`src/core/wwdc_pkg.sv`:
```
// Shared constants for the window watchdog configuration block
package wwdc_pkg;
  // ----------------------------------------
  // Register offsets and reset values
  // ----------------------------------------
  localparam logic [7:0] OFS_TIMING = 8'h1c;
  localparam logic [7:0] OFS_OUTCFG = 8'h1d;
  localparam logic [7:0] OFS_STATUS = 8'h1e;
  localparam logic [7:0] RST_TIMING = 8'h00;
  localparam logic [7:0] RST_OUTCFG = 8'h01;
  localparam logic [7:0] RST_STATUS = 8'h00;
  // ----------------------------------------
  // Field positions
  // ----------------------------------------
  localparam int CLOSED_LSB = 6;
  localparam int OPEN_LSB = 4;
  localparam int FIRST_LSB = 2;
  localparam int THRESH_LSB = 0;
  localparam int LOCK_BIT = 7;
  localparam int BLOCKING_BIT = 4;
  localparam int RELOAD_BIT = 3;
  localparam int PULLDOWN_BIT = 2;
  localparam int POLARITY_BIT = 1;
  localparam int DRIVE_BIT = 0;
  localparam int FLAG_CLR_BIT = 4;
  localparam int FLAG_BIT = 3;
  localparam int CNT_CLR_BIT = 2;
  localparam int CNT_LSB = 0;
  localparam int RSV_STATUS_LSB = 5;
  // ----------------------------------------
  // Timing
  // ----------------------------------------
  localparam int CLK_PERIOD_NS = 4;
  localparam int MS_NS = 1000000;
  localparam int MS_CYCLES = MS_NS / CLK_PERIOD_NS;
  localparam logic [12:0] RESET_PULSE_MS = 13'h0001;
  localparam int MS_W = 13;

  typedef enum logic [1:0] {WINDOW_CLOSED, WINDOW_OPEN, WINDOW_FIRST} wwdc_window_t;

  // Window length in milliseconds for a kind of window and its 2-bit code
  function automatic logic [12:0] window_ms(input wwdc_window_t kind, input logic [1:0] code);
    logic [12:0] ms;
    ms = 13'h0000;
    case (kind)
      WINDOW_CLOSED: begin
        case (code)
          2'h0: ms = 13'd10;
          2'h1: ms = 13'd20;
          2'h2: ms = 13'd50;
          default: ms = 13'd100;
        endcase
      end
      WINDOW_OPEN: begin
        case (code)
          2'h0: ms = 13'd20;
          2'h1: ms = 13'd100;
          2'h2: ms = 13'd200;
          default: ms = 13'd600;
        endcase
      end
      default: begin
        case (code)
          2'h0: ms = 13'd200;
          2'h1: ms = 13'd600;
          2'h2: ms = 13'd2000;
          default: ms = 13'd5000;
        endcase
      end
    endcase
    return ms;
  endfunction

  // Pulse count that starts a restart; zero means restart disabled
  function automatic logic [2:0] threshold_pulses(input logic [1:0] code);
    logic [2:0] n;
    case (code)
      2'h1: n = 3'h1;
      2'h2: n = 3'h2;
      2'h3: n = 3'h4;
      default: n = 3'h0;
    endcase
    return n;
  endfunction
endpackage

```
`src/core/wwdc_pin_sync.sv`:
```
// Three-stage pin synchroniser with agreement filter and rising edge pulse
`timescale 1ns/1ns
module wwdc_pin_sync (
  // Clock and reset
  input wire logic i_sys_clk,
  input wire logic i_sys_rst,
  input wire logic i_clk_en,
  // Pin and filtered result
  input wire logic i_pin,
  output logic o_level,
  output logic o_rise
);
  logic [2:0] sync_reg;
  logic [2:0] sync_next;
  logic level_reg;
  logic level_next;
  logic rise_reg;
  logic rise_next;

  // First stage feeds only the second; a change counts when stages two and three agree
  always_comb begin
    sync_next = {sync_reg[1:0], i_pin};
    level_next = level_reg;
    rise_next = 1'b0;
    if (sync_reg[1] == sync_reg[2]) begin
      level_next = sync_reg[2];
      rise_next = sync_reg[2] & ~level_reg;
    end
  end

  always_ff @(posedge i_sys_clk or posedge i_sys_rst) begin
    if (i_sys_rst) begin
      sync_reg <= 3'h0;
      level_reg <= 1'b0;
      rise_reg <= 1'b0;
    end else if (i_clk_en) begin
      sync_reg <= sync_next;
      level_reg <= level_next;
      rise_reg <= rise_next;
    end
  end

  assign o_level = level_reg;
  assign o_rise = rise_reg;
endmodule

```
`src/core/wwdc_timer.sv`:
```
// Millisecond down-counter with a cycle prescaler
`timescale 1ns/1ns
module wwdc_timer #(
  parameter int MS_CYCLES = 250000
) (
  // Clock and reset
  input wire logic i_sys_clk,
  input wire logic i_sys_rst,
  input wire logic i_clk_en,
  // Control
  input wire logic i_load,
  input wire logic [12:0] i_load_ms,
  output logic o_done
);
  localparam int PW = $clog2(MS_CYCLES + 1);
  localparam logic [PW-1:0] PRE_LAST = PW'(MS_CYCLES - 1);

  logic [PW-1:0] pre_reg;
  logic [PW-1:0] pre_next;
  logic [12:0] ms_reg;
  logic [12:0] ms_next;
  logic done_reg;
  logic done_next;

  // Load restarts both stages so every window is timed from its own start
  always_comb begin
    pre_next = pre_reg;
    ms_next = ms_reg;
    done_next = 1'b0;
    if (i_load) begin
      pre_next = PRE_LAST;
      ms_next = i_load_ms;
    end else if (ms_reg != 13'h0000) begin
      if (pre_reg == '0) begin
        pre_next = PRE_LAST;
        ms_next = ms_reg - 13'h0001;
        done_next = (ms_reg == 13'h0001);
      end else begin
        pre_next = pre_reg - PW'(1);
      end
    end
  end

  always_ff @(posedge i_sys_clk or posedge i_sys_rst) begin
    if (i_sys_rst) begin
      pre_reg <= '0;
      ms_reg <= 13'h0000;
      done_reg <= 1'b0;
    end else if (i_clk_en) begin
      pre_reg <= pre_next;
      ms_reg <= ms_next;
      done_reg <= done_next;
    end
  end

  assign o_done = done_reg;
endmodule

```
`src/core/wwdc_top.sv`:
```
// Window watchdog configuration, lock, status and reset output
`timescale 1ns/1ns
module wwdc_top #(
  parameter int MS_CYCLES = wwdc_pkg::MS_CYCLES
) (
  // Clock and reset
  input wire logic i_sys_clk,
  input wire logic i_sys_rst,
  input wire logic i_clk_en,
  // Register port
  input wire logic [7:0] i_reg_addr,
  input wire logic i_reg_wr,
  input wire logic i_reg_rd,
  input wire logic [7:0] i_reg_wdata,
  output logic [7:0] o_reg_rdata,
  // Programmed defaults
  input wire logic [7:0] i_otp_timing,
  input wire logic [4:0] i_otp_outcfg,
  // Trigger pin
  input wire logic i_trigger_in_pin,
  output logic o_trigger_pin_pulldown,
  // Reset output pin
  output logic o_reset_out_pin,
  output logic o_reset_out_pin_oe,
  // System restart
  output logic o_sys_restart,
  output logic o_otp_reload
);
  typedef enum logic [1:0] {ST_FIRST, ST_CLOSED, ST_OPEN, ST_PULSE} wwdc_state_t;

  // ----------------------------------------
  // Registers
  // ----------------------------------------
  logic [7:0] timing_reg;
  logic [7:0] timing_next;
  logic [6:0] outcfg_reg;
  logic [6:0] outcfg_next;
  logic config_lock_reg;
  logic config_lock_next;
  logic [2:0] status_rsv_reg;
  logic [2:0] status_rsv_next;
  logic restart_occurred_flag_reg;
  logic restart_occurred_flag_next;
  logic [1:0] restart_count_value_reg;
  logic [1:0] restart_count_value_next;
  logic otp_boot_reg;
  logic otp_boot_next;
  logic [7:0] rdata_reg;
  logic [7:0] rdata_next;
  wwdc_state_t state_reg;
  wwdc_state_t state_next;
  logic restart_reg;
  logic restart_next;
  logic reload_reg;
  logic reload_next;

  logic trig_rise;
  logic timer_load;
  logic [12:0] timer_ms;
  logic timer_done;
  logic fault;
  logic wr_timing;
  logic wr_outcfg;
  logic wr_status;
  logic flag_clear;
  logic count_clear;
  logic [2:0] pulses_after;
  logic [2:0] thresh;
  logic restart_go;
  logic reset_active;

  // ----------------------------------------
  // Trigger synchroniser and window timer
  // ----------------------------------------
  wwdc_pin_sync u_trig (
    .i_sys_clk(i_sys_clk),
    .i_sys_rst(i_sys_rst),
    .i_clk_en(i_clk_en),
    .i_pin(i_trigger_in_pin),
    .o_level(),
    .o_rise(trig_rise)
  );

  wwdc_timer #(
    .MS_CYCLES(MS_CYCLES)
  ) u_timer (
    .i_sys_clk(i_sys_clk),
    .i_sys_rst(i_sys_rst),
    .i_clk_en(i_clk_en),
    .i_load(timer_load),
    .i_load_ms(timer_ms),
    .o_done(timer_done)
  );

  // ----------------------------------------
  // Window sequencer
  // ----------------------------------------
  always_comb begin
    state_next = state_reg;
    timer_load = 1'b0;
    timer_ms = 13'h0000;
    fault = 1'b0;
    case (state_reg)
      ST_FIRST: begin
        if (trig_rise) begin
          state_next = ST_CLOSED;
          timer_load = 1'b1;
          timer_ms = wwdc_pkg::window_ms(wwdc_pkg::WINDOW_CLOSED,
                                         timing_reg[wwdc_pkg::CLOSED_LSB +: 2]);
        end else if (timer_done) begin
          fault = 1'b1;
        end
      end
      ST_CLOSED: begin
        // Servicing too early is as much a fault as not servicing at all
        if (trig_rise) begin
          fault = 1'b1;
        end else if (timer_done) begin
          state_next = ST_OPEN;
          timer_load = 1'b1;
          timer_ms = wwdc_pkg::window_ms(wwdc_pkg::WINDOW_OPEN,
                                         timing_reg[wwdc_pkg::OPEN_LSB +: 2]);
        end
      end
      ST_OPEN: begin
        if (trig_rise) begin
          state_next = ST_CLOSED;
          timer_load = 1'b1;
          timer_ms = wwdc_pkg::window_ms(wwdc_pkg::WINDOW_CLOSED,
                                         timing_reg[wwdc_pkg::CLOSED_LSB +: 2]);
        end else if (timer_done) begin
          fault = 1'b1;
        end
      end
      ST_PULSE: begin
        if (timer_done) begin
          state_next = ST_FIRST;
          timer_load = 1'b1;
          timer_ms = wwdc_pkg::window_ms(wwdc_pkg::WINDOW_FIRST,
                                         timing_reg[wwdc_pkg::FIRST_LSB +: 2]);
        end
      end
      default: begin
        state_next = ST_FIRST;
      end
    endcase
    // Leaving reset, the first window is the long one
    if (otp_boot_reg) begin
      state_next = ST_FIRST;
      timer_load = 1'b1;
      timer_ms = wwdc_pkg::window_ms(wwdc_pkg::WINDOW_FIRST,
                                     i_otp_timing[wwdc_pkg::FIRST_LSB +: 2]);
    end else if (fault) begin
      state_next = ST_PULSE;
      timer_load = 1'b1;
      timer_ms = wwdc_pkg::RESET_PULSE_MS;
    end
  end

  // ----------------------------------------
  // Register decode and restart counting
  // ----------------------------------------
  assign wr_timing = i_reg_wr && (i_reg_addr == wwdc_pkg::OFS_TIMING);
  assign wr_outcfg = i_reg_wr && (i_reg_addr == wwdc_pkg::OFS_OUTCFG);
  assign wr_status = i_reg_wr && (i_reg_addr == wwdc_pkg::OFS_STATUS);
  assign flag_clear = wr_status && i_reg_wdata[wwdc_pkg::FLAG_CLR_BIT];
  assign count_clear = wr_status && i_reg_wdata[wwdc_pkg::CNT_CLR_BIT];
  assign thresh = wwdc_pkg::threshold_pulses(timing_reg[wwdc_pkg::THRESH_LSB +: 2]);
  assign pulses_after = {1'b0, (count_clear ? 2'h0 : restart_count_value_reg)} + 3'h1;
  // Equality, not reaching-or-above: a blocked count must wrap round before it restarts
  // A set flag in blocking mode holds off the next restart
  assign restart_go = fault && (thresh != 3'h0) && (pulses_after == thresh) &&
                      !(outcfg_reg[wwdc_pkg::BLOCKING_BIT] && restart_occurred_flag_reg);

  // ----------------------------------------
  // Register next values
  // ----------------------------------------
  always_comb begin
    timing_next = timing_reg;
    outcfg_next = outcfg_reg;
    config_lock_next = config_lock_reg;
    status_rsv_next = status_rsv_reg;
    restart_occurred_flag_next = restart_occurred_flag_reg;
    restart_count_value_next = restart_count_value_reg;
    otp_boot_next = 1'b0;
    restart_next = restart_go;
    reload_next = restart_go && outcfg_reg[wwdc_pkg::RELOAD_BIT];
    if (otp_boot_reg) begin
      timing_next = i_otp_timing;
      outcfg_next = {2'b00, i_otp_outcfg};
    end else if (restart_go && outcfg_reg[wwdc_pkg::RELOAD_BIT]) begin
      // A reload is a restart, not a write, so it goes through a lock too
      timing_next = i_otp_timing;
      outcfg_next = {outcfg_reg[6:5], i_otp_outcfg};
    end else if (!config_lock_reg) begin
      // Locked timing and outcfg writes fall through here and change nothing
      if (wr_timing) begin
        timing_next = i_reg_wdata;
      end
      if (wr_outcfg) begin
        outcfg_next = i_reg_wdata[6:0];
        config_lock_next = i_reg_wdata[wwdc_pkg::LOCK_BIT];
      end
    end
    if (wr_status) begin
      status_rsv_next = i_reg_wdata[wwdc_pkg::RSV_STATUS_LSB +: 3];
    end
    if (count_clear) begin
      restart_count_value_next = 2'h0;
    end
    if (fault) begin
      // A clear arriving in the same cycle applies first, then the pulse counts from zero
      restart_count_value_next = restart_go ? 2'h0 : pulses_after[1:0];
    end
    // Setting wins over a clear arriving in the same cycle
    restart_occurred_flag_next = restart_go ||
                                 (restart_occurred_flag_reg && !flag_clear);
    // Read data comes from a flop so the bus never sees decode glitches
    rdata_next = rdata_reg;
    if (i_reg_rd) begin
      case (i_reg_addr)
        wwdc_pkg::OFS_TIMING: rdata_next = timing_reg;
        wwdc_pkg::OFS_OUTCFG: rdata_next = {config_lock_reg, outcfg_reg};
        // Clear bits complete in one cycle, so they always read zero; the count is
        // meaningful for threshold codes 1 to 3 only, since code 0 wraps past it
        wwdc_pkg::OFS_STATUS: rdata_next = {status_rsv_reg, 1'b0, restart_occurred_flag_reg,
                                            1'b0, restart_count_value_reg};
        default: rdata_next = 8'h00;
      endcase
    end
  end

  // ----------------------------------------
  // State registers
  // ----------------------------------------
  always_ff @(posedge i_sys_clk or posedge i_sys_rst) begin
    if (i_sys_rst) begin
      timing_reg <= wwdc_pkg::RST_TIMING;
      outcfg_reg <= wwdc_pkg::RST_OUTCFG[6:0];
      config_lock_reg <= wwdc_pkg::RST_OUTCFG[wwdc_pkg::LOCK_BIT];
      status_rsv_reg <= wwdc_pkg::RST_STATUS[wwdc_pkg::RSV_STATUS_LSB +: 3];
      restart_occurred_flag_reg <= wwdc_pkg::RST_STATUS[wwdc_pkg::FLAG_BIT];
      restart_count_value_reg <= wwdc_pkg::RST_STATUS[wwdc_pkg::CNT_LSB +: 2];
      otp_boot_reg <= 1'b1;
      rdata_reg <= 8'h00;
      state_reg <= ST_FIRST;
      restart_reg <= 1'b0;
      reload_reg <= 1'b0;
    end else if (i_clk_en) begin
      timing_reg <= timing_next;
      outcfg_reg <= outcfg_next;
      config_lock_reg <= config_lock_next;
      status_rsv_reg <= status_rsv_next;
      restart_occurred_flag_reg <= restart_occurred_flag_next;
      restart_count_value_reg <= restart_count_value_next;
      otp_boot_reg <= otp_boot_next;
      rdata_reg <= rdata_next;
      state_reg <= state_next;
      restart_reg <= restart_next;
      reload_reg <= reload_next;
    end
  end

  // ----------------------------------------
  // Pin drive
  // ----------------------------------------
  assign reset_active = (state_reg == ST_PULSE);
  // Open-drain only ever pulls low, so the pin level follows the enable
  always_comb begin
    if (outcfg_reg[wwdc_pkg::DRIVE_BIT]) begin
      o_reset_out_pin = 1'b0;
      o_reset_out_pin_oe = ~(reset_active ^ outcfg_reg[wwdc_pkg::POLARITY_BIT]);
    end else begin
      // Push-pull drives both levels at the analog supply level
      o_reset_out_pin = reset_active ^ outcfg_reg[wwdc_pkg::POLARITY_BIT];
      o_reset_out_pin_oe = 1'b1;
    end
  end

  assign o_trigger_pin_pulldown = outcfg_reg[wwdc_pkg::PULLDOWN_BIT];
  assign o_reg_rdata = rdata_reg;
  assign o_sys_restart = restart_reg;
  assign o_otp_reload = reload_reg;
endmodule

```
`config.mk`:
```
export PLATFORM = sky130hd
export DESIGN_NAME = wwdc_top
export DESIGN_NICKNAME = d
export VERILOG_FILES = /design/src/core/wwdc_pkg.sv /design/src/core/wwdc_pin_sync.sv /design/src/core/wwdc_timer.sv /design/src/core/wwdc_top.sv
export SDC_FILE = /design/constraint.sdc
export NUM_CORES = 1
export LEC_CHECK = 0
export BUFFER_PORTS_ARGS = -buffer_cell sky130_fd_sc_hd__buf_4
export CELL_PAD_IN_SITES_DETAIL_PLACEMENT = 1
export CELL_PAD_IN_SITES_GLOBAL_PLACEMENT = 2
export CORE_MARGIN = 2
export CORE_UTILIZATION = 31
export CTS_BUF_LIST = sky130_fd_sc_hd__clkbuf_16
export DETAILED_ROUTE_END_ITERATION = 16
export GPL_ROUTABILITY_DRIVEN = 0
export PLACE_DENSITY = 0.65
export SETUP_SLACK_MARGIN = 0.2
export SYNTH_ARGS = -nofsm -noshare
export SYNTH_HDL_FRONTEND = slang
export SYNTH_SLANG_ARGS = --single-unit
```
`constraint.sdc`:
```
create_clock -name i_sys_clk -period 4.75 [get_ports i_sys_clk]
set_input_delay 0.475 -clock i_sys_clk [delete_from_list [all_inputs] [get_ports i_sys_clk]]
set_output_delay 0.475 -clock i_sys_clk [all_outputs]
set_load 0.02 [all_outputs]
```
Word-level counts from Yosys, hierarchy flattened
Cells that the tools add are included. W data, S select, Z words.

Bits in registers: 72. Input port bits: 35. Output and inout port bits: 13. Logic and storage cells: 144.

Add/sub/neg operators: 3. Eq/ne operators: 27. Multiplexer cells: 52. Bitwise operators: 6. Reduce and logical (&&, ||, !) cells: 38.

Operators with widths (number): $pmux W13 S3 (3); $mux W13 (6); $mux W18 (3); $mux W7 (5); $mux W8 (4); $pmux W10 S3 (1); $eq A8 B5 Y1 const B (3); $pmux W8 S3 (1); $pmux W7 S3 (1); $mux W10 (2); $logic_not A18 Y1 (1); $mux W2 (9); $sub A18 B1 Y18 const B (1); $eq A2 B2 Y1 const B (8); $eq A13 B1 Y1 const B (1); $mux W1 (13); $reduce_bool A13 Y1 (1); $sub A13 B1 Y13 const B (1); $eq A2 B1 Y1 const B (6); $reduce_and A3 Y1 (4); $logic_and A1 B1 Y1 (11); $logic_not A2 Y1 (5); $pmux W3 S3 (1); $reduce_bool A3 Y1 (3); other kinds (22) (32).

Logic depth before layout (Yosys ltp)
Gate-level depths: netlist of the first run.

Depth in word-level cells: 11. Gate-level depth with buffers: 11. Depth with buffers taken out: 10.

By module
A second synthesis of the first run with hierarchy kept.

Cells, all modules: 515. Area, all modules: 4673.2 um^2.

By module, submodules not included: wwdc_top (times used 1, cells each 256, area each 2416.1 um^2, seq. area each 878.3 um^2); wwdc_timer (times used 1, cells each 241, area each 2037.0 um^2, seq. area each 800.8 um^2); wwdc_pin_sync (times used 1, cells each 18, area each 220.2 um^2, seq. area each 125.1 um^2).

Least setup slack after synthesis of the first run
Ideal clock, no wire load.

Kind: input to register. Start: input port i_reg_addr[6]. End: register outcfg_reg[3]. Setup time: 0.104 ns. Arrival: 2.679 ns. Data required time: 4.646 ns. Slack: 1.968 ns. Stages on the path: 11. Buffers on the path: 1. Cell sequence: nand4bb_4 or2_2 nor3_1 nor2b_1 ha_1 nand2b_1 o21ai_1 and3_1 buf_2 a21oi_1 a221oi_1.

Longest elaborated chain between the ends: 11. Elaborated cells between the ends (all ways): 16. Those cells by class: 1 x add/sub; 4 x eq/ne; 3 x mux; 8 x reduce/logical.

RTL lines: start: declaration (line wwdc_top.sv:11) `input wire logic [7:0] i_reg_addr,`; $eq A8 B5 Y1 (line wwdc_top.sv:165) `assign wr_status = i_reg_wr && (i_reg_addr == wwdc_pkg::OFS_STATUS);`; $logic_and A1 B1 Y1 (line wwdc_top.sv:165); $logic_and A1 B1 Y1 (line wwdc_top.sv:167) `assign count_clear = wr_status && i_reg_wdata[wwdc_pkg::CNT_CLR_BIT];`; $mux W2; $add A2 B1 Y3 (line wwdc_top.sv:169) `assign pulses_after = {1'b0, (count_clear ? 2'h0 : restart_count_value_reg)} + 3'h1;`; $eq A3 B3 Y1 (line wwdc_top.sv:172) `assign restart_go = fault && (thresh != 3'h0) && (pulses_after == thresh) &&`; $logic_and A1 B1 Y1 (2 in a row) (line wwdc_top.sv:172); $logic_and A1 B1 Y1 (line wwdc_top.sv:191) `end else if (restart_go && outcfg_reg[wwdc_pkg::RELOAD_BIT]) begin`; $ne A3 B1 Y1 (no source line) (tied with other cells); $reduce_and A3 Y1 (no source line) / $mux W7 (equally long branches); end signal: assignment (line wwdc_top.sv:239) `outcfg_reg <= wwdc_pkg::RST_OUTCFG[6:0];`; end signal: assignment (line wwdc_top.sv:251) `outcfg_reg <= outcfg_next;`; end: declaration (line wwdc_top.sv:36) `logic [6:0] outcfg_reg;`.

Parallel ways exist; a longest one is shown, timed or not. The select of a mux whose other input is x is not followed. A chain may end at the register's enable or synchronous reset.

Final worst setup path of the first run
Start: input port i_reg_addr[6]. End: register outcfg_reg[4].

The elaborated chain is that of the path after synthesis.

==> metrics.csv, run 1 <==
metric;value;unit
status;finished clean;
numCtsBuffers;9;
via_per_inst;5.73;
syn_inst;537;
antenna_found_initial;0;
fin_nets;624;
synth_area_per_cell;8.87;um2
setup_viol;0;
largest_reg_flops;18;
slew_viol_final;0;
clk_path_buf_depth;2;
netlist_area;4770;um2
hold_violations;0;
grt_usage;20.6;%
chipWidth;128;um
end_kind;flop;
cts_setup_buffers;0;
clock_sinks;72;
start_util;31.6;%
die_height;128;um
ys_ff_latch;72;
rsz0062_at_grt;false;
skew;0.00685;ns
drc;0;
cap_violations;0;
antenna_cells;0;
htreeDepth;3;
grt_max_degree;45;
io_buffers;47;
num_rows;45;
synth_most_common_cell;dfrtp_1;
critPathTopFamily;simple AND/OR/NAND/NOR gates;
area_growth;17.0;%
path_cells;buf_4 -> nand4bb_4 -> or2_2 -> nor3_1 -> nor2b_1 -> ha_1 -> nand2b_1 -> o21ai_1 -> buf_4 -> and3_1 -> a31oi_2 -> a211oi_1;
p_per_area;465;nW/um2
yosysWarnings;0;
first_iter_violations;242;
ys_seq_area_share;37.9;%
grt_pass1_vias;4590;
worstSkewPairLatency;0.35;ns
rrSetupSlack;1.70;ns
fin_util;37.0;%
max_freq;315;MHz
path_clk_slew;0.06;ns
path_common_cell;buf_4;
period_minus_slack;3.18;ns
grt_pass1_wl;25900;um
fin_area;5580;um2
dpl.hpwl;11800;um
p_leak;0.00240;uW
critical_path.startpoint_type;input pin;
worst_pin_slew;1.10;ns
hold_buffers;0;
synth.top_cells.by_area;dfrtp_1 (37%), ha_1 (5.5%), nor2_1 (4.3%);
placed_cell_area;5240;um2
cts_tree;yes;
ys_async_sr_fraction;100;%
drt-wirelength-per-cell;21.1;um
relSlewSlack;25.9;%
synth-edff-count;0;
clock-root-buffer;clkbuf_16;
synth_nets;593;
fin_setup_tns;0;ns
drive_above_1_share;15.9;%
path_buf_inv;2;
synth_top_flop_cell;dfrtp_1;
crit_slowest_cell;and3_1;
core;15100;um2
die_area;16400;um2
critPathArrivalTime;3.43;ns
max-vdd-ir-drop;0.000179;V
worstHoldPathType;in -> async;
post_cts_resized;0;
max_stage_delay;0.45;ns
worstPathRequired;5.00;ns
post-route-period-util;66.9;%
ant_nets;0;
grt-ovfl-total;0;
worstSetupPathType;in -> reg;
vias;4362;
ys_types;72;
finalWirelength;16000;um
first_pass_iters;5;
synth.top_cell.area_share;36.8;%
worstPathMaxFanout;13;
synth_common_cells;dfrtp_1 (70), nor2_1 (55), nand2_1 (41);
io_pins;48;
yosysTopAreaCell;dfrtp_1;
## path summary, 6_finish.rpt
| kind | to | cells after the start | from |
|---|---|---|---|
| max in group asynchronous | timing_reg[4]$_DFFE_PP0P_ | 3 | i_sys_rst |
| worst max register to register | u_timer.ms_reg[7]$_DFFE_PP0P_ | 5 | u_timer.ms_reg[2]$_DFFE_PP0P_ |
| worst max-delay path | outcfg_reg[4]$_DFFE_PP0P_ | 12 | i_reg_addr[6] |
| worst min-delay path | u_timer.o_done$_DFFE_PP0P_ | 2 | i_sys_rst |
| worst min register to register | o_reg_rdata[2]$_DFFE_PP0P_ | 2 | o_reg_rdata[2]$_DFFE_PP0P_ |
| min in group i_sys_clk | u_trig.sync_reg[0]$_DFFE_PP0P_ | 2 | i_trigger_in_pin |
## cell families after synthesis
| kind of cell | after synthesis | share of synthesized area [%] |
|---|---|---|
| AOI/OAI and AO/OA | 170 | 25.7 |
| adders and majority gates | 21 | 5.51 |
| xor gates and xnor gates | 5 | 1.08 |
| DFF | 72 | 37.9 |
| and+or+nand+nor | 192 | 20.8 |
| buffers and inverters | 60 | 5.30 |
| muxes | 17 | 3.78 |
## layout make-up
cell class / instances / area [um2]
sequential: 72 / 1800
inverter: 29 / 109
tap: 188 / 235
fill: 1758 / 9510
multi-input combinational: 405 / 2710
clock buffer: 9 / 225
timing repair buffer: 51 / 383
clock inverter: 7 / 111
## power breakdown
part           internal, uW  switching (uW)  leakage [uW]
Clock                   510             287      0.000168
Combinational           342             512       0.00135
Sequential              759             186      0.000886
## per-stage QoR
step | cells | hold slack, ns | worst slack (ns) | power [uW]
after floorplan | 537 | 0.462 | 1.97 | 1530
after global placement | 745 | 0.480 | 1.31 | 1790
after detailed placement | 745 | 0.482 | 1.23 | 1810
after CTS | 761 | 0.268 | 1.59 | 2620
after global routing | 761 | 0.304 | 1.39 | 2750
final | 761 | 0.247 | 1.57 | 2600
## cell usage in the layout (no fill, tap or decap), drive strengths merged, types with 4 or more instances in the layout
cell     Yosys  final
or3          4      4
nand2b       7      7
clkbuf      19      9
mux2         8      8
nand3       28     28
o221ai       6      6
and3         6      6
a22oi        7      7
a22o        12     12
a211oi      14     14
nor2b        5      5
o22ai       14     14
ha          21     21
a2111oi      9      9
nand2       41     41
o2111ai      4      4
nand4        4      4
o21a         4      4
dfrtp       70     70
a21oi       22     22
nor2        57     57
mux2i        9      9
nor3        10     10
inv         29     30
buf         12     51
or4          5      5
nor4         8      8
o31ai       11     11
and2         6      6
o21ai       35     35
## per-layer routing
metal,wire [um],global-route usage (%)
met5,0,0
met2,8040,35.3
met3,559,3.01
met4,311,7.95
met1,7130,26.3
(Power assumes the default switching activity.)
==> run 2, diff against run 1 <==
--- a/config.mk
+++ b/config.mk
@@ -5,6 +5,7 @@
 export SDC_FILE = /design/constraint.sdc
 export NUM_CORES = 1
 export LEC_CHECK = 0
+export ABC_AREA = 1
 export BUFFER_PORTS_ARGS = -buffer_cell sky130_fd_sc_hd__buf_4
 export CELL_PAD_IN_SITES_DETAIL_PLACEMENT = 1
 export CELL_PAD_IN_SITES_GLOBAL_PLACEMENT = 2
@@ -13,7 +14,7 @@
 export CTS_BUF_LIST = sky130_fd_sc_hd__clkbuf_16
 export DETAILED_ROUTE_END_ITERATION = 16
 export GPL_ROUTABILITY_DRIVEN = 0
-export PLACE_DENSITY = 0.65
+export PLACE_DENSITY = 0.73
 export SETUP_SLACK_MARGIN = 0.2
 export SYNTH_ARGS = -nofsm -noshare
 export SYNTH_HDL_FRONTEND = slang
==> constraint.sdc (replaced) <==
create_clock -name i_sys_clk -period 2.7 [get_ports i_sys_clk]
set_input_delay 0.27 -clock i_sys_clk [delete_from_list [all_inputs] [get_ports i_sys_clk]]
set_output_delay 0.27 -clock i_sys_clk [all_outputs]
set_load 0.02 [all_outputs]
==> metrics.csv, run 2 <==
metric;value;unit;change
via_per_inst;4.83;;-16%
period_minus_slack;2.20;ns;
clock_sinks;72;;unchanged
worstHoldPathType;in -> async;;
grt_max_degree;51;;+13%
worstSkewPairLatency;0.35;ns;about the same
finalWorstSetupSlack;0.497;ns;-1.08 ns
end_kind;flop;;
cap_violations;0;;unchanged
finalWirelength;13100;um;-18%
slew_viol_final;0;;unchanged
grt_usage;17.8;%;-2.8 points
synth.top_cells.by_area;dfrtp_1 (39%), nand2_1 (15%), ha_1 (5.8%);;
synth.top_cell.area_share;39.0;%;+2.2 points
post-route-period-util;81.6;%;
antenna_found_initial;0;;unchanged
violations;negative hold slack;;
grt-ovfl-total;0;;unchanged
critPathArrivalTime;2.48;ns;-0.95 ns
largest_reg_flops;18;;unchanged
fin_setup_tns;0;ns;unchanged
grt_pass1_vias;4430;;-3.5%
die_area;15500;um2;-5.5%
worst_pin_slew;0.547;ns;-0.555 ns
vias;4084;;-6.4%
rsz0062_at_grt;false;;
drc;0;;unchanged
htreeDepth;3;;unchanged
ys_async_sr_fraction;100;%;unchanged
drt-wirelength-per-cell;15.5;um;-27%
relSlewSlack;63.5;%;+38 points
ant_nets;0;;unchanged
first_pass_iters;4;;-1
clk_path_buf_depth;2;;unchanged
chipWidth;124;um;-2.8%
wl_met3;309;um;-45%
route.met2.wl;6160;um;-23%
fin_hold_ws;-0.0158;ns;-0.263 ns
rr_endpoint;outcfg_reg[3]$_DFFE_PP0P_;;
antenna_cells;0;;unchanged
num_rows;43;;-4.4%
p_per_area;738;nW/um2;+59%
synth-edff-count;0;;unchanged
drt-met1-wl;6390;um;-10%
netlist_area;4490;um2;-5.7%
cts_tree;yes;;
fin_nets;716;;+15%
worstSetupPathType;in -> reg;;
top_layer;met4;;
status;finished, violations left;;
drive_above_1_share;16.8;%;+0.96 points
ys_types;46;;-36%
final_common_cell;nand2_1;;
max_freq;454;MHz;
path_clk_slew;0.06;ns;about the same
yosysTopAreaCell;dfrtp_1;;
grt_pass1_wl;22200;um;-14%
max-vdd-ir-drop;0.000313;V;+75%
area_growth;19.9;%;
synth_nets;661;;+11%
rrSetupSlack;0.51;ns;-1.19 ns
synth_area_per_cell;7.43;um2;-16%
dp_slack;0.0659;ns;-1.16 ns
io_buffers;47;;unchanged
setup_viol;0;;unchanged
critical_path.startpoint_type;input pin;;
hold_buffers;0;;unchanged
synth_most_common_cell;nand2_1;;
yosysWarnings;0;;unchanged
skew;0.00637;ns;-0.000483 ns
clock-root-buffer;clkbuf_16;;
synth_common_cells;nand2_1 (185), dfrtp_1 (70), inv_1 (69);;
worstPathRequired;2.98;ns;-2.02 ns
cp-endpoint;outcfg_reg[3]$_DFFE_PP0P_;;
die_height;124;um;-2.8%
fill_cells;1718;;-2.3%
reg2reg_depth;16;;+11
syn_inst;605;;+13%
io_pins;48;;unchanged
first_iter_violations;157;;-35%
start_util;32.0;%;+0.41 points
ys_ff_latch;72;;unchanged
p_leak;0.00274;uW;+14%
hold_violations;22;;+22
ys_seq_area_share;40.2;%;+2.3 points
reg2reg_from;restart_count_value_reg[0]$_DFFE_PP0P_;;
synth_top_flop_cell;dfrtp_1;;
final_cell_mix;nand2_1 (184), dfrtp_1 (70), inv_1 (69);;
power;3980;uW;+53%
worstPathMaxFanout;6;;-7
core;14000;um2;-6.9%
dpl.hpwl;10000;um;-15%
numCtsBuffers;9;;unchanged
cp-startpoint;i_reg_addr[0];;
==> run 2: worst min path at each step <==
| stage | cells after the start | slack (ns) | endpoint |
|---|---|---|---|
| finish | 2 | -0.02 | u_timer.pre_reg[8]$_DFFE_PP0P_ |
| global route | 2 | 0.02 | u_timer.ms_reg[0]$_DFFE_PP0P_ |
| CTS | 2 | 0.002 | u_timer.ms_reg[3]$_DFFE_PP0P_ |
| detailed placement | 2 | 0.37 | u_timer.pre_reg[8]$_DFFE_PP0P_ |
| global placement | 2 | 0.36 | u_timer.pre_reg[8]$_DFFE_PP0P_ |
| floorplan | 2 | 0.39 | u_trig.sync_reg[0]$_DFFE_PP0P_ |
==> run 2: layout make-up <==
class / instances / area, um2 / share of cell area, %
clock buffer: 9 / 225 / 4.18
inverter: 75 / 290 / 5.39
sequential: 72 / 1800 / 33.5
clock inverter: 7 / 87.6 / 1.63
multi-input combinational: 445 / 2320 / 43.0
tap: 180 / 225 / 4.18
timing repair buffer: 57 / 440 / 8.17
==> run 2: repair_timing <==
action | in CTS | in global routing
gates resized for setup | 0 | 4
buffers inserted | 0 | 3
setup endpoints to repair | 0 | 29
==> run 2: cells by family (layout without fill, tap and decap cells) <==
kind of cell / Yosys count / after routing / share of synthesized area [%]
xor gates and xnor gates: 5 / 5 / 0.975
muxes: 3 / 3 / 0.752
DFF: 72 / 72 / 40.2
and+or+nand+nor: 320 / 320 / 31.4
adders and majority gates: 21 / 21 / 5.85
AOI/OAI and AO/OA: 96 / 96 / 12.2
buffers and inverters: 88 / 148 / 8.69
==> run 2: layer usage <==
layer	vias to the layer above	GRT usage, %
met5	-	0
met4	0	6.35
met3	14	2.92
met2	54	30.1
met1	1955	23.1
li1	2061	-
==> run 2: critical path, cell delays in order <==
cell	delay (ns)
buf_4	0.11
inv_1	0.06
nand2_1	0.05
nor2_1	0.12
nand4_1	0.15
and2_1	0.19
ha_1	0.31
nor2_1	0.13
nand3_1	0.07
o21ai_0	0.07
inv_1	0.06
nor2_2	0.10
nand4_1	0.10
buf_4	0.18
buf_4	0.15
nand3_4	0.06
nand2_4	0.09
clkinv_2	0.09
nand2_1	0.05
nand2_1	0.06
==> run 2: power by group <==
group | switching, uW | total, uW | internal (uW)
combinational | 730 | 1160 | 431
sequential | 211 | 1530 | 1320
clock | 486 | 1290 | 801
total | 1430 | 3980 | 2550
==> run 2: metrics by stage <==
stage	util [%]	cells	hold slack [ns]	cell area (um2)
after global routing	38.4	845	0.0227	5390
after detailed placement	35.9	826	0.371	5040
after CTS	38.1	842	0.00182	5350
final	38.4	845	-0.0158	5390
after global placement	35.9	826	0.363	5040
after floorplan	-	605	0.387	4490
==> run 3, diff against run 2 <==
==> constraint.sdc (replaced) <==
create_clock -name i_sys_clk -period 1.8 [get_ports i_sys_clk]
set_input_delay 0.18 -clock i_sys_clk [delete_from_list [all_inputs] [get_ports i_sys_clk]]
set_output_delay 0.18 -clock i_sys_clk [all_outputs]
set_load 0.02 [all_outputs]
==> metrics.csv, run 3 (same netlist as run 2, synthesis figures left out) <==
metric;value;unit;change
reg2reg_from;restart_count_value_reg[1]$_DFFE_PP0P_;;
dpl.hpwl;10800;um;+7.4%
status;finished, violations left;;
io_pins;48;;unchanged
max_freq;495;MHz;
drive_above_1_share;39.9;%;+23 points
first_pass_iters;4;;unchanged
die_area;15500;um2;unchanged
reg2reg_depth;14;;-2
worst_pin_slew;0.468;ns;-0.0785 ns
worstSetupPathType;reg -> reg;;
p_clk_share;26.4;%;-6.0 points
die_height;124;um;unchanged
via_per_inst;4.97;;+2.9%
combPwrFrac;42.4;%;+13 points
first_iter_violations;152;;-3.2%
worstSkewPairLatency;0.34;ns;about the same
antenna_cells;0;;unchanged
chipWidth;124;um;unchanged
hold_violations;0;;-100%
worstHoldPathType;in -> reg;;
final_cell_mix;nand2_1 (157), buf_4 (112), dfrtp_1 (69);;
internal-power;4600;uW;+80%
max-vdd-ir-drop;0.000516;V;+65%
critical_path.startpoint_type;flop;;
core;14000;um2;unchanged
worstPathMaxFanout;6;;unchanged
critPathArrivalTime;2.26;ns;-0.22 ns
cp-startpoint;restart_count_value_reg[1]$_DFFE_PP0P_;;
grt_max_degree;73;;+43%
p_sw;2840;uW;+99%
clock-root-buffer;clkbuf_16;;
sw_frac_of_total;38.2;%;+2.3 points
num_rows;43;;unchanged
power;7430;uW;+87%
finalWorstSetupSlack;-0.222;ns;-0.719 ns
fin_setup_tns;-5.48;ns;-5.48 ns
period_minus_slack;2.02;ns;
hp-start;i_trigger_in_pin;;
worstPathRequired;2.04;ns;-0.94 ns
final_common_cell;nand2_1;;
p_leak;0.00333;uW;+22%
max_stage_delay;0.39;ns;+0.08 ns
holdPathStages;3;;
finalWirelength;16200;um;+24%
path_cells;and2_4 -> ha_4 -> nor2_2 -> nand3_1 -> o21ai_1 -> inv_1 -> nor2_2 -> nand2_1 -> nor2_2 -> nand3_2 -> nand2_4 -> nand2_8 -> nand2_1 -> nand2_1;;
setup_viol;51;;+51
ant_nets;0;;unchanged
crit_slowest_cell;dfrtp_1;;
p_seq_share;31.2;%;-7.3 points
grt-ovfl-total;0;;unchanged
largest_reg_flops;18;;unchanged
start_util;32.0;%;unchanged
cap_violations;0;;unchanged
post-route-period-util;112;%;
antenna_found_initial;0;;unchanged
drt-wirelength-per-cell;17.4;um;+12%
p_per_area;1090;nW/um2;+47%
fin_hold_ws;0.0551;ns;+0.0709 ns
slew_viol_final;0;;unchanged
area_growth;52.3;%;
relSlewSlack;68.6;%;+5.0 points
htreeDepth;3;;unchanged
drc;0;;unchanged
numCtsBuffers;9;;unchanged
fin_nets;803;;+12%
clock_sinks;72;;unchanged
vias;4636;;+14%
end_kind;flop;;
rsz0062_at_grt;true;;
clk_path_buf_depth;2;;unchanged
io_buffers;47;;unchanged
dp_slack;-0.680;ns;-0.746 ns
grt_pass1_wl;25900;um;+17%
violations;negative setup slack;;
grt_pass1_vias;5097;;+15%
cts_tree;yes;;
fin_util;48.7;%;+10 points
skew;0.00871;ns;+0.00233 ns
grt_usage;20.8;%;+3.0 points
path_clk_slew;0.06;ns;about the same
[run 3: changes by cell type in the layout (fill, tap and decap cells not counted), moves of 15 or more]
cell     change
buf_4       +56
buf_6       +17
o21ai_0     -15
nand2_1     -27
nand2_2     +17
nor2_1      -18
[run 3: layout make-up]
type / instances / area (um2)
fill: 1659 / 7200
timing repair inverter: 3 / 33.8
clock buffer: 9 / 225
tap: 180 / 225
clock inverter: 7 / 86.3
timing repair buffer: 139 / 1220
multi-input combinational: 447 / 2890
inverter: 75 / 355
sequential: 72 / 1810
[run 3: timing repair]
item                       4_1_cts  5_1_grt
cloned                           5        1
pin swaps                       23       13
setup endpoints to repair       55       57
hold endpoints to repair        70        0
setup buffers                   19        7
hold buffers                     1        0
resized for setup              113       45
[run 3: per-layer routing]
metal	wire (um)	share of wire (%)	global-route usage [%]	vias to the layer above
li1	-	-	-	2250
met1	6820	42	25.0	2270
met2	8410	52	36.5	86
met3	449	2.8	2.92	30
met4	531	3.3	9.72	0
met5	0	0	0	-
[run 3: final timing paths]
| check | slack (ns) | end |
|---|---|---|
| max reg2reg | -0.22 | outcfg_reg[3]$_DFFE_PP0P_ |
| min in group asynchronous | 0.52 | u_timer.pre_reg[14]$_DFFE_PP0P_ |
| min | 0.06 | u_trig.sync_reg[0]$_DFFE_PP0P_ |
| max | -0.22 | outcfg_reg[3]$_DFFE_PP0P_ |
| max in group asynchronous | 0.93 | outcfg_reg[0]$_DFFE_PP1P_ |
| min reg2reg | 0.46 | u_trig.o_rise$_DFFE_PP0P_ |
[run 3: worst max-delay path, delay by kind of cell, from the launching register on]
| family | cells | cell delay [ns] |
|---|---|---|
| buffers and inverters | 1 | 0.06 |
| adder cells (fa/ha/maj) | 1 | 0.22 |
| AO/OA/AOI/OAI | 1 | 0.08 |
| AND/OR/NAND/NOR | 11 | 1.16 |
| flip-flops | 1 | 0.39 |
[run 3: power by group through the flow]
stage	clock [uW]	sequential (uW)	combinational, uW
detailed placement	0	2300	2360
global route	2090	2370	3460
global placement	0	2280	2240
finish	1960	2320	3150
floorplan	0	2240	1410
CTS	2000	2300	2880
[run 3: through the flow]
stage	instance area, um2	std cells
floorplan	4630	605
global placement	5610	883
detailed placement	5610	883
CTS	6610	924
global route	6840	932
finish	6840	932
